File: config.mk
export PLATFORM = sky130hd
export DESIGN_NAME = dll_switch_ctrl_flat
export DESIGN_NICKNAME = d
export VERILOG_FILES = /design/src/hw/dll_seq_pkg.sv /design/src/hw/ddr_link_if.sv /design/src/hw/dll_switch_ctrl.sv /design/src/hw/wait_counter.sv /design/src/flat_wrapper.sv
export VERILOG_INCLUDE_DIRS = /design/src /design/src/hw
export SDC_FILE = /design/constraint.sdc
export NUM_CORES = 1
export LEC_CHECK = 0
export ABC_CLOCK_PERIOD_IN_PS = 2400
export BUFFER_PORTS_ARGS = -buffer_cell sky130_fd_sc_hd__buf_2
export CAP_MARGIN = 20
export CORE_UTILIZATION = 55
export CTS_CLUSTER_DIAMETER = 200
export DETAILED_ROUTE_END_ITERATION = 7
export PLACE_DENSITY_LB_ADDON = 0.3
export SETUP_SLACK_MARGIN = 0.15
export SYNTH_ARGS = -nofsm -noshare
export SYNTH_HDL_FRONTEND = slang
export SYNTH_SLANG_ARGS = --single-unit
File: constraint.sdc
create_clock -name pclk -period 2.4 [get_ports pclk]
set_input_delay 0.36 -clock pclk [delete_from_list [all_inputs] [get_ports pclk]]
set_output_delay 0.36 -clock pclk [all_outputs]
set_load 0.005 [all_outputs]
File: src/hw/dll_seq_regs.svh
`ifndef DLL_SEQ_REGS_SVH
`define DLL_SEQ_REGS_SVH
// ==========================================
// apb register offsets
`define A_CTRL 8'h00
`define A_LAT 8'h04
`define A_STAT 8'h08
`define A_TIM0 8'h0c
`define A_TIM1 8'h10
`define A_TIM2 8'h14
// ==========================================
// register fields
`define CTRL_GO 0
`define CTRL_TO_ON 1
`define CTRL_ABORT 2
`define STAT_BUSY 0
`define STAT_DONE 1
`define STAT_ST_LSB 4
`define STAT_ST_MSB 7
// ==========================================
// mode register fields
`define MR1_DLL_EN 0
`define MR0_DLL_RST 8
`define MR0_CL_LSB 2
`define MR2_CWL_LSB 3
`define MR3_PDA 4
`define MR4_SR_ABORT 9
`define MR5_PL_LSB 0
`define MR5_PL_MSB 2
`define MR_IDX_0 3'h0
`define MR_IDX_1 3'h1
`define MR_IDX_2 3'h2
`define MR_IDX_3 3'h3
`define MR_IDX_4 3'h4
`define MR_IDX_5 3'h5
`define MR_IDX_6 3'h6
`define DLL_OFF_CL 5'h0a
`define DLL_OFF_CWL 5'h09
`define PL_DISABLED 3'h0
// ==========================================
// reset values, counts in pclk cycles
`define ONE_CYC 12'h001
`define DEF_TMOD 8'h18
`define DEF_TMRD 8'h08
`define DEF_TXS_FAST 8'h20
`define DEF_TCKSRE 8'h0a
`define DEF_TXS 8'h30
`define DEF_TXS_ABORT 8'h20
`define DEF_TCKSRX 8'h0a
`define DEF_TDLLK 12'h300
`define DEF_TZQOPER 12'h200
`define DEF_CL 5'h0a
`define DEF_CWL 5'h09
`define DEF_PL 3'h0
`endif

File: src/hw/dll_seq_pkg.sv
package dll_seq_pkg;
  typedef enum logic [3:0] {
    CMD_DES = 4'h0, CMD_MRS = 4'h1, CMD_REF = 4'h2, CMD_SRE = 4'h3,
    CMD_SRX = 4'h4, CMD_ZQCL = 4'h5, CMD_ZQCS = 4'h6, CMD_ACT = 4'h7,
    CMD_PRE = 4'h8, CMD_RD = 4'h9, CMD_WR = 4'ha
  } cmd_t;
  typedef logic [13:0] mr_word_t;
  typedef logic [2:0] mr_sel_t;
  typedef enum logic [3:0] {
    ST_IDLE = 4'h0, ST_PL_OFF = 4'h1, ST_DLL_OFF = 4'h3, ST_SRE = 4'h2,
    ST_CLK_STOP = 4'h6, ST_CLK_RUN = 4'h7, ST_SRX = 4'h5, ST_LAT_CL = 4'h4,
    ST_DLL_ON = 4'hc, ST_DLL_RST = 4'hd, ST_LAT_CWL = 4'hf, ST_PL_ON = 4'he,
    ST_ZQ = 4'ha, ST_REF = 4'hb
  } seq_state_t;
  typedef enum logic [1:0] {
    DS_IDLE = 2'h0, DS_SR = 2'h1, DS_EXIT = 2'h3
  } dev_state_t;
endpackage

File: src/hw/ddr_link_if.sv
`timescale 1ns/1ps
interface ddr_link_if;
  import dll_seq_pkg::*;
  logic ck_run;
  logic cke;
  logic odt;
  cmd_t cmd;
  mr_sel_t mr_sel;
  mr_word_t mr_data;
  modport ctrl (output ck_run, cke, odt, cmd, mr_sel, mr_data);
  modport dram (input ck_run, cke, odt, cmd, mr_sel, mr_data);
endinterface

File: src/hw/dll_switch_ctrl.sv
// The APB interface to the registers and the placing of the registers were left to the implementer.
`timescale 1ns/1ps
`include "dll_seq_regs.svh"
// What this block does
// - MR1 A0 low disables DLL until set
// - DLL-off switch changes clock in self refresh
// - idle, RTT_NOM off, MR1, wait tMOD, SRE
// - stable clock tCKSRX before self refresh exit
// - CKE high, ODT low until tMOD done
// - tXS_FAST allows ZQ and few MRS only
// - abort bit: no count, command after tXS_ABORT (block never sets the MR4 abort bit; CTRL abort only picks tXS_ABORT on DLL-on)
// - one extra REFRESH before next self refresh
// - full tXS before all other commands
// - DLL-on switch: idle, RTT_NOM off first
// - CKE high, ODT steady until tDLLK done
// - tXS or tXS_ABORT before MR1 DLL enable
// - tDLLK and tZQoper before locked commands
// - ZQCL only after tMOD of last MRS
// - change clock only inside self refresh
// - clock ignored after tCKSRE in self refresh
// - parity latency off across rate change
// - late latency updates before leaving idle
// - MR6 before SRE relocks, after needs reset
// - new clock within speed grade range
// - DLL-off uses CL 10 with CWL 9
module dll_switch_ctrl (
  input wire logic pclk,
  input wire logic presetn,
  input wire logic psel,
  input wire logic penable,
  input wire logic pwrite,
  input wire logic [7:0] paddr,
  input wire logic [31:0] pwdata,
  output logic [31:0] prdata,
  output logic pready,
  output logic pslverr,
  ddr_link_if.ctrl link
);
  import dll_seq_pkg::*;
  seq_state_t st_r, st_nxt;
  logic to_on_r, abort_r, done_r;
  logic [4:0] cl_r, cwl_r;
  logic [2:0] pl_r;
  logic [7:0] tmod_r, tmrd_r, txs_fast_r, tcksre_r;
  logic [7:0] txs_r, txs_abort_r, tcksrx_r;
  logic [11:0] tdllk_r, tzqoper_r;
  logic wr_en, rd_en, hit, go, fin;
  logic ld, dll_ld, cnt_done, dll_done;
  logic [11:0] ld_val;
  cmd_t cmd_nxt;
  mr_sel_t sel_nxt;
  mr_word_t dat_nxt;

  // ==========================================
  // apb slave, zero wait states
  assign wr_en = psel && penable && pwrite;
  assign rd_en = psel && !penable && !pwrite;
  assign hit = paddr == `A_CTRL || paddr == `A_LAT || paddr == `A_STAT ||
               paddr == `A_TIM0 || paddr == `A_TIM1 || paddr == `A_TIM2;
  assign pready = 1'b1;
  assign pslverr = psel && penable && !hit;
  assign go = wr_en && paddr == `A_CTRL && pwdata[`CTRL_GO] &&
              st_r == ST_IDLE;

  // read data latched in setup so it comes from a flop in access
  always_ff @(posedge pclk or negedge presetn) begin
    if (!presetn) begin
      prdata <= '0;
    end else if (rd_en) begin
      case (paddr)
        `A_CTRL: prdata <= {29'h0, abort_r, to_on_r, 1'b0};
        `A_LAT: prdata <= {13'h0, pl_r, 3'h0, cwl_r, 3'h0, cl_r};
        `A_STAT: prdata <= {24'h0, st_r, 2'h0, done_r, st_r != ST_IDLE};
        `A_TIM0: prdata <= {tcksre_r, txs_fast_r, tmrd_r, tmod_r};
        `A_TIM1: prdata <= {8'h0, tcksrx_r, txs_abort_r, txs_r};
        `A_TIM2: prdata <= {4'h0, tzqoper_r, 4'h0, tdllk_r};
        default: prdata <= '0;
      endcase
    end
  end

  // mode and latency settings only change while idle
  always_ff @(posedge pclk or negedge presetn) begin
    if (!presetn) begin
      to_on_r <= 1'b0;
      abort_r <= 1'b0;
      cl_r <= `DEF_CL;
      cwl_r <= `DEF_CWL;
      pl_r <= `DEF_PL;
    end else if (wr_en && st_r == ST_IDLE) begin
      if (paddr == `A_CTRL) begin
        to_on_r <= pwdata[`CTRL_TO_ON];
        abort_r <= pwdata[`CTRL_ABORT];
      end
      if (paddr == `A_LAT) begin
        cl_r <= pwdata[4:0];
        cwl_r <= pwdata[12:8];
        pl_r <= pwdata[18:16];
      end
    end
  end

  // timings may be reloaded for the new clock at any time
  always_ff @(posedge pclk or negedge presetn) begin
    if (!presetn) begin
      tmod_r <= `DEF_TMOD;
      tmrd_r <= `DEF_TMRD;
      txs_fast_r <= `DEF_TXS_FAST;
      tcksre_r <= `DEF_TCKSRE;
      txs_r <= `DEF_TXS;
      txs_abort_r <= `DEF_TXS_ABORT;
      tcksrx_r <= `DEF_TCKSRX;
      tdllk_r <= `DEF_TDLLK;
      tzqoper_r <= `DEF_TZQOPER;
    end else if (wr_en) begin
      if (paddr == `A_TIM0) begin
        {tcksre_r, txs_fast_r, tmrd_r, tmod_r} <= pwdata;
      end
      if (paddr == `A_TIM1) begin
        {tcksrx_r, txs_abort_r, txs_r} <= pwdata[23:0];
      end
      if (paddr == `A_TIM2) begin
        tdllk_r <= pwdata[11:0];
        tzqoper_r <= pwdata[27:16];
      end
    end
  end

  // set wins over the write-one clear
  always_ff @(posedge pclk or negedge presetn) begin
    if (!presetn) begin
      done_r <= 1'b0;
    end else if (fin) begin
      done_r <= 1'b1;
    end else if (wr_en && paddr == `A_STAT && pwdata[`STAT_DONE]) begin
      done_r <= 1'b0;
    end
  end

  // ==========================================
  // wait counters
  wait_counter #(.W(12)) u_step (
    .pclk(pclk),
    .presetn(presetn),
    .run(1'b1),
    .load(ld),
    .value(ld_val),
    .done(cnt_done)
  );

  wait_counter #(.W(12)) u_dllk (
    .pclk(pclk),
    .presetn(presetn),
    .run(1'b1),
    .load(dll_ld),
    .value(tdllk_r),
    .done(dll_done)
  );

  // ==========================================
  // sequencer: each step after idle waits for expiry, issues a command or moves the clock, and all but refresh load the next wait
  always_comb begin
    st_nxt = st_r;
    ld = 1'b0;
    ld_val = '0;
    dll_ld = 1'b0;
    fin = 1'b0;
    cmd_nxt = CMD_DES;
    sel_nxt = '0;
    dat_nxt = '0;
    case (st_r)
      ST_IDLE: if (go) begin
        st_nxt = ST_PL_OFF;
        ld = 1'b1;
        ld_val = `ONE_CYC;
      end
      ST_PL_OFF: if (cnt_done) begin
        cmd_nxt = CMD_MRS;
        sel_nxt = `MR_IDX_5;
        dat_nxt = mr_word_t'(`PL_DISABLED);
        ld = 1'b1;
        ld_val = 12'(tmod_r);
        st_nxt = ST_DLL_OFF;
      end
      ST_DLL_OFF: if (cnt_done) begin
        cmd_nxt = CMD_MRS;
        sel_nxt = `MR_IDX_1;
        dat_nxt = '0;
        ld = 1'b1;
        ld_val = 12'(tmod_r);
        st_nxt = ST_SRE;
      end
      ST_SRE: if (cnt_done) begin
        cmd_nxt = CMD_SRE;
        ld = 1'b1;
        ld_val = 12'(tcksre_r);
        st_nxt = ST_CLK_STOP;
      end
      ST_CLK_STOP: if (cnt_done) begin
        ld = 1'b1;
        ld_val = `ONE_CYC;
        st_nxt = ST_CLK_RUN;
      end
      ST_CLK_RUN: if (cnt_done) begin
        ld = 1'b1;
        ld_val = 12'(tcksrx_r);
        st_nxt = ST_SRX;
      end
      ST_SRX: if (cnt_done) begin
        cmd_nxt = CMD_SRX;
        ld = 1'b1;
        if (to_on_r) begin
          ld_val = 12'(abort_r ? txs_abort_r : txs_r);
          st_nxt = ST_DLL_ON;
        end else begin
          ld_val = 12'(txs_fast_r);
          st_nxt = ST_LAT_CL;
        end
      end
      ST_LAT_CL: if (cnt_done) begin
        cmd_nxt = CMD_MRS;
        sel_nxt = `MR_IDX_0;
        dat_nxt = mr_word_t'(`DLL_OFF_CL) << `MR0_CL_LSB;
        ld = 1'b1;
        ld_val = 12'(tmrd_r);
        st_nxt = ST_LAT_CWL;
      end
      ST_DLL_ON: if (cnt_done) begin
        cmd_nxt = CMD_MRS;
        sel_nxt = `MR_IDX_1;
        dat_nxt = mr_word_t'(1) << `MR1_DLL_EN;
        ld = 1'b1;
        ld_val = 12'(tmrd_r);
        st_nxt = ST_DLL_RST;
      end
      ST_DLL_RST: if (cnt_done) begin
        cmd_nxt = CMD_MRS;
        sel_nxt = `MR_IDX_0;
        dat_nxt = (mr_word_t'(cl_r) << `MR0_CL_LSB) |
                  (mr_word_t'(1) << `MR0_DLL_RST);
        dll_ld = 1'b1;
        ld = 1'b1;
        ld_val = 12'(tmrd_r);
        st_nxt = ST_LAT_CWL;
      end
      ST_LAT_CWL: if (cnt_done) begin
        cmd_nxt = CMD_MRS;
        sel_nxt = `MR_IDX_2;
        dat_nxt = mr_word_t'(to_on_r ? cwl_r : `DLL_OFF_CWL) << `MR2_CWL_LSB;
        ld = 1'b1;
        // mr5 is outside the fast set, so the dll-off path waits txs
        ld_val = 12'(to_on_r ? tmod_r : txs_r);
        st_nxt = ST_PL_ON;
      end
      ST_PL_ON: if (cnt_done) begin
        cmd_nxt = CMD_MRS;
        sel_nxt = `MR_IDX_5;
        dat_nxt = mr_word_t'(pl_r) << `MR5_PL_LSB;
        ld = 1'b1;
        ld_val = 12'(tmod_r);
        st_nxt = ST_ZQ;
      end
      ST_ZQ: if (cnt_done) begin
        cmd_nxt = CMD_ZQCL;
        ld = 1'b1;
        ld_val = tzqoper_r;
        st_nxt = ST_REF;
      end
      ST_REF: if (cnt_done && dll_done) begin
        cmd_nxt = CMD_REF;
        fin = 1'b1;
        st_nxt = ST_IDLE;
      end
      default: st_nxt = ST_IDLE;
    endcase
  end

  always_ff @(posedge pclk or negedge presetn) begin
    if (!presetn) begin
      st_r <= ST_IDLE;
    end else begin
      st_r <= st_nxt;
    end
  end

  // ==========================================
  // link drive
  always_ff @(posedge pclk or negedge presetn) begin
    if (!presetn) begin
      link.cmd <= CMD_DES;
      link.mr_sel <= '0;
      link.mr_data <= '0;
    end else begin
      link.cmd <= cmd_nxt;
      link.mr_sel <= sel_nxt;
      link.mr_data <= dat_nxt;
    end
  end

  // cke only low between sre and srx
  always_ff @(posedge pclk or negedge presetn) begin
    if (!presetn) begin
      link.cke <= 1'b1;
    end else if (cmd_nxt == CMD_SRE) begin
      link.cke <= 1'b0;
    end else if (cmd_nxt == CMD_SRX) begin
      link.cke <= 1'b1;
    end
  end

  // clock is stopped, and may be retuned, only inside self refresh
  always_ff @(posedge pclk or negedge presetn) begin
    if (!presetn) begin
      link.ck_run <= 1'b1;
    end else if (st_r == ST_CLK_STOP && cnt_done) begin
      link.ck_run <= 1'b0;
    end else if (st_r == ST_CLK_RUN && cnt_done) begin
      link.ck_run <= 1'b1;
    end
  end

  // termination stays off throughout, so odt is held low
  assign link.odt = 1'b0;
endmodule

File: src/hw/wait_counter.sv
`timescale 1ns/1ps
module wait_counter #(
  parameter int W = 12
) (
  input wire logic pclk,
  input wire logic presetn,
  input wire logic run,
  input wire logic load,
  input wire logic [W-1:0] value,
  output logic done
);
  logic [W-1:0] count_r;
  // ==========================================
  // down counter, holds while run is low
  always_ff @(posedge pclk or negedge presetn) begin
    if (!presetn) begin
      count_r <= '0;
    end else if (load) begin
      count_r <= value;
    end else if (run && count_r != '0) begin
      count_r <= count_r - 1'b1;
    end
  end
  assign done = (count_r == '0);
endmodule

File: src/flat_wrapper.sv
// flat-port wrapper written by rule: the top's interface ports become plain ports
module dll_switch_ctrl_flat import dll_seq_pkg::*;
  (pclk, presetn, psel, penable, pwrite, paddr, pwdata, prdata, pready, pslverr, link_ck_run, link_cke, link_odt, link_cmd, link_mr_sel, link_mr_data);
  ddr_link_if link_i ();
  input wire logic pclk;
  input wire logic presetn;
  input wire logic psel;
  input wire logic penable;
  input wire logic pwrite;
  input wire logic [7:0] paddr;
  input wire logic [31:0] pwdata;
  output logic [31:0] prdata;
  output logic pready;
  output logic pslverr;
  output wire logic [$bits(link_i.ck_run)-1:0] link_ck_run;
  output wire logic [$bits(link_i.cke)-1:0] link_cke;
  output wire logic [$bits(link_i.odt)-1:0] link_odt;
  output wire logic [$bits(link_i.cmd)-1:0] link_cmd;
  output wire logic [$bits(link_i.mr_sel)-1:0] link_mr_sel;
  output wire logic [$bits(link_i.mr_data)-1:0] link_mr_data;
  assign link_ck_run = link_i.ck_run;
  assign link_cke = link_i.cke;
  assign link_odt = link_i.odt;
  assign link_cmd = link_i.cmd;
  assign link_mr_sel = link_i.mr_sel;
  assign link_mr_data = link_i.mr_data;
  dll_switch_ctrl u_core (.pclk(pclk), .presetn(presetn), .psel(psel), .penable(penable), .pwrite(pwrite), .paddr(paddr), .pwdata(pwdata), .prdata(prdata), .pready(pready), .pslverr(pslverr), .link(link_i));
endmodule
==> metrics.md <==
| Metric | Value |
|---|---|
| Clock buffer depth | `2` |
| Post-layout nets | `about 960` |
| Die X-Extent | `roughly 130 um` |
| Crit path from | `u_core.st_r[0]$_DFFE_PN0P_` |
| Clock root buffer | `clkbuf_16` |
| H-tree lvl count | `4` |
| Max FO, Critical Path | `16` |
| Post-Synthesis Cells | `approximately 800` |
| Routed vias | `roughly 7000` |
| Routing usage on met3 | `under 10%` |
| Worst Path Required | `between 2 and 3 ns` |
| Die ar. | `around 16000 sq um` |
| TritonCTS clock tree | `done` |
| RePlAce Congestion | `about 0.92` |
| DRT Pass-1 Iters | `5` |
| Setup tns final | `0 ns` |
| Core area | `~15000 sq um` |
| Post-synth top flop | `dfrtp_1` |
| GRT Util Overall | `about 31%` |
| Final ANT Viol Nets | `0` |
| Met1 Usage GRT | `around 43%` |
| Status | `completed` |
| Detailed placement HPWL | `around 17000 um` |
| Fin. max-slew vios | `0` |
| Top Usage Layer GRT | `met2` |
| Synth Cell Area | `between 8000 and 9000 sq um` |
| Slew HR | `~57%` |
| Vias in the first global route | `between 6000 and 7000` |
| Post-synthesis async set-or-reset flop share | `100%` |
| # setup viols final | `0` |
| Crit Path Category | `flip-flop to flip-flop` |
| Routed WL | `between 20000 and 25000 um` |
| Share of cells above drive strength 1 | `around a third` |
| Most frequent cells in the layout | `dfrtp_1, mux2_2, buf_2, nand2_1, nor2_1` |
| Hold Crit Start | `pwdata[30]` |
| Critical Path End Type | `flip-flop` |
| Tot Pwr | `about 6.6 mW` |
| Max-cap violations | `0` |
| Initial antenna violation count | `0` |
| Sequential cell area fraction in the yosys report | `between 50 and 60%` |
| Post-synth EDFFs | `0` |
| Synth Area per Inst | `around 11 sq um` |
| # DRC | `0` |
| Placed cell count | `1100` |
| Pre-CTS WS | `around 0.18 ns` |
| Cell Pwr Density | `651 nW/um^2` |
| # port buffers | `between 90 and 100` |
| Final Hold Fails | `0` |
| Count of cell types in the netlist | `~70` |
| VDD IR max | `about 540 uV` |
| Area Overhead vs Synth | `17.0%` |
| Ys Warns | `0` |
| Worst setup margin | `0.242 ns` |
| Global-route wire length before repair | `37900 um` |
| Worst-path clk slew | `0.06 ns` |
| Initial core utilization | `between 50 and 60%` |
| Mean routed wirelength per cell | `between 20 and 25 um` |
| Clk_lat worst skew | `about 0.44 ns` |
| Final Non-Filler Cells | `approximately 1100` |
| Critical path cell sequence | `or2_2 -> nor3_1 -> and3_1 -> buf_4 -> mux2_2` |
| CP max stage delay | `between 0.5 and 0.6 ns` |
| Chip height | `between 100 and 150 um` |
| TritonCTS buffer count | `17` |
| Largest net degree at the start of global routing | `between 50 and 60` |
| Clk sinks | `~170` |
| Vias per Instance | `6.17` |
| Slowest-stage cell, CP | `dfrtp_2` |
| FMAX | `roughly 460 MHz` |
| GRT Residual Overflow | `0` |
| Fin util | `roughly 66%` |
| Min Tclk post-route | `around 2.2 ns` |
| Commonest non-fill, non-tap cell in the layout | `dfrtp_1` |
| Worst Path Arrival | `2.49 ns` |
| Crit start category | `flip-flop` |
| Worst Clk Skew | `around 0.0085 ns` |
| Worst R2R Start | `u_core.st_r[0]$_DFFE_PN0P_` |
| Cell Rows | `45` |
| RSZ-0062 raised after global routing | `no` |
| N_diodes | `0` |
| DRT iter0 DRCs | `556` |
| Period utilization | `between 80% and 90%` |
| Actual slew at the worst max-slew pin | `~0.65 ns` |
| Static Leakage | `between 4 and 5 nW` |
| Met2 GRT Util | `around half` |
| Top Ports | `approximately 100` |
| Worst hold path type | `primary input to flip-flop` |
| Post-CTS setup buffers | `0` |
| Seq cells post-synth | `around 170` |
[critical path, delay by kind of cell, from the launching register on]
family        cells  cell delay, ns
simple gates      3            0.96
buf+inv           1            0.19
flops             1            0.54
mux               1            0.35
[routing by layer]
metal | share of wire (%) | wire [um] | up-vias
li1 | - | - | 3116
met3 | 8.5 | 2030 | 69
met5 | 0 | 0 | -
met2 | 46 | 11200 | 372
met1 | 42 | 9970 | 3432
met4 | 3.5 | 850 | 0
[what timing repair did]
action,CTS,global route
endpoints found under the hold margin,31,0
gates resized for setup,0,3
hold buffers,1,0
endpoints found under the setup margin,0,13
[synth_stat cells, types with 4 or more instances]
cell type,instances,area share [%]
nor2_1,65,2.8
nor3_1,8,0.46
xor2_1,7,0.70
nor2b_1,8,0.58
buf_2,14,0.81
a211oi_1,15,1.3
buf_1,8,0.35
buf_4,12,1.0
xnor2_1,11,1.1
o31ai_1,5,0.43
a22oi_1,16,1.4
clkbuf_1,25,1.1
inv_1,10,0.43
mux2_2,105,14
o22ai_1,5,0.36
dfstp_2,20,6.0
o21ai_0,54,3.1
nand2_1,78,3.4
or4_1,4,0.35
dfrtp_1,153,44
nand3_1,19,1.1
a221oi_1,16,1.6
a21oi_1,33,1.9
mux2i_1,33,3.8
and3_1,8,0.58
nand2b_1,4,0.29
a31oi_1,5,0.36
[per-stage QoR]
stage          area [sq um]  hold slack, ns
6_report              10200           0.155
5_1_grt               10200           0.153
4_1_cts               10200           0.139
3_5_place_dp           9560           0.290
3_3_place_gp           9560           0.289
2_1_floorplan          8720          0.0644
[area by class of cell]
cell class | instances | area, sq um
flip-flops and latches | 173 | 4360
fillers | 1201 | 5130
inverters | 12 | 45.0
multi-input cells | 570 | 4040
clock buffers | 20 | 467
well taps | 211 | 264
repair buffers | 135 | 875
clock inverters | 12 | 138
[state kept, by name (all words and copies together), names as in the netlist, 4 cells and up]
register and cells:
u_core.cl_r 5, u_core.cwl_r 5, u_core.link.mr_data 9, u_core.prdata 32, u_core.st_r 4, u_core.tcksre_r 8, u_core.tcksrx_r 8, u_core.tdllk_r 12
u_core.tmod_r 8, u_core.tmrd_r 8, u_core.txs_abort_r 8, u_core.txs_fast_r 8, u_core.txs_r 8, u_core.tzqoper_r 12, u_core.u_dllk.count_r 12, u_core.u_step.count_r 12
[kinds of logic (layout without fill, tap and decap cells)]
kind of cell / after synthesis / count (layout) / share of synthesized area [%]
AOI/OAI and AO/OA: 174 / 174 / 13.0
xor gates and xnor gates: 18 / 18 / 1.81
adders and majority gates: 3 / 3 / 0.431
buffers and inverters: 72 / 179 / 3.91
DFF: 173 / 173 / 50.0
muxes: 138 / 138 / 17.4
other: 2 / 8 / 0.0863
and+or+nand+nor: 229 / 229 / 13.4
[report_power, final]
group	switching, mW	internal [mW]	leakage [nW]
registers	0.111	3.01	2.30
logic	0.443	0.280	2.06
clock network	1.16	1.62	0.281
[worst paths after layout]
kind	slack, ns	end	depth (start not counted)
setup / recovery	0.24	u_core.cl_r[4]$_DFFE_PN0P_	5
hold / removal	0.15	u_core.tcksre_r[6]$_DFFE_PN0P_	2
setup reg to reg	0.24	u_core.cl_r[4]$_DFFE_PN0P_	5
hold reg to reg	0.48	u_core.prdata[30]$_DFFE_PN0P_	2
max in group asynchronous	1.32	u_core.tdllk_r[9]$_DFFE_PN1P_	3
min in group asynchronous	0.40	u_core.u_dllk.count_r[4]$_DFFE_PN0P_	2
(Power assumes the default switching activity.)
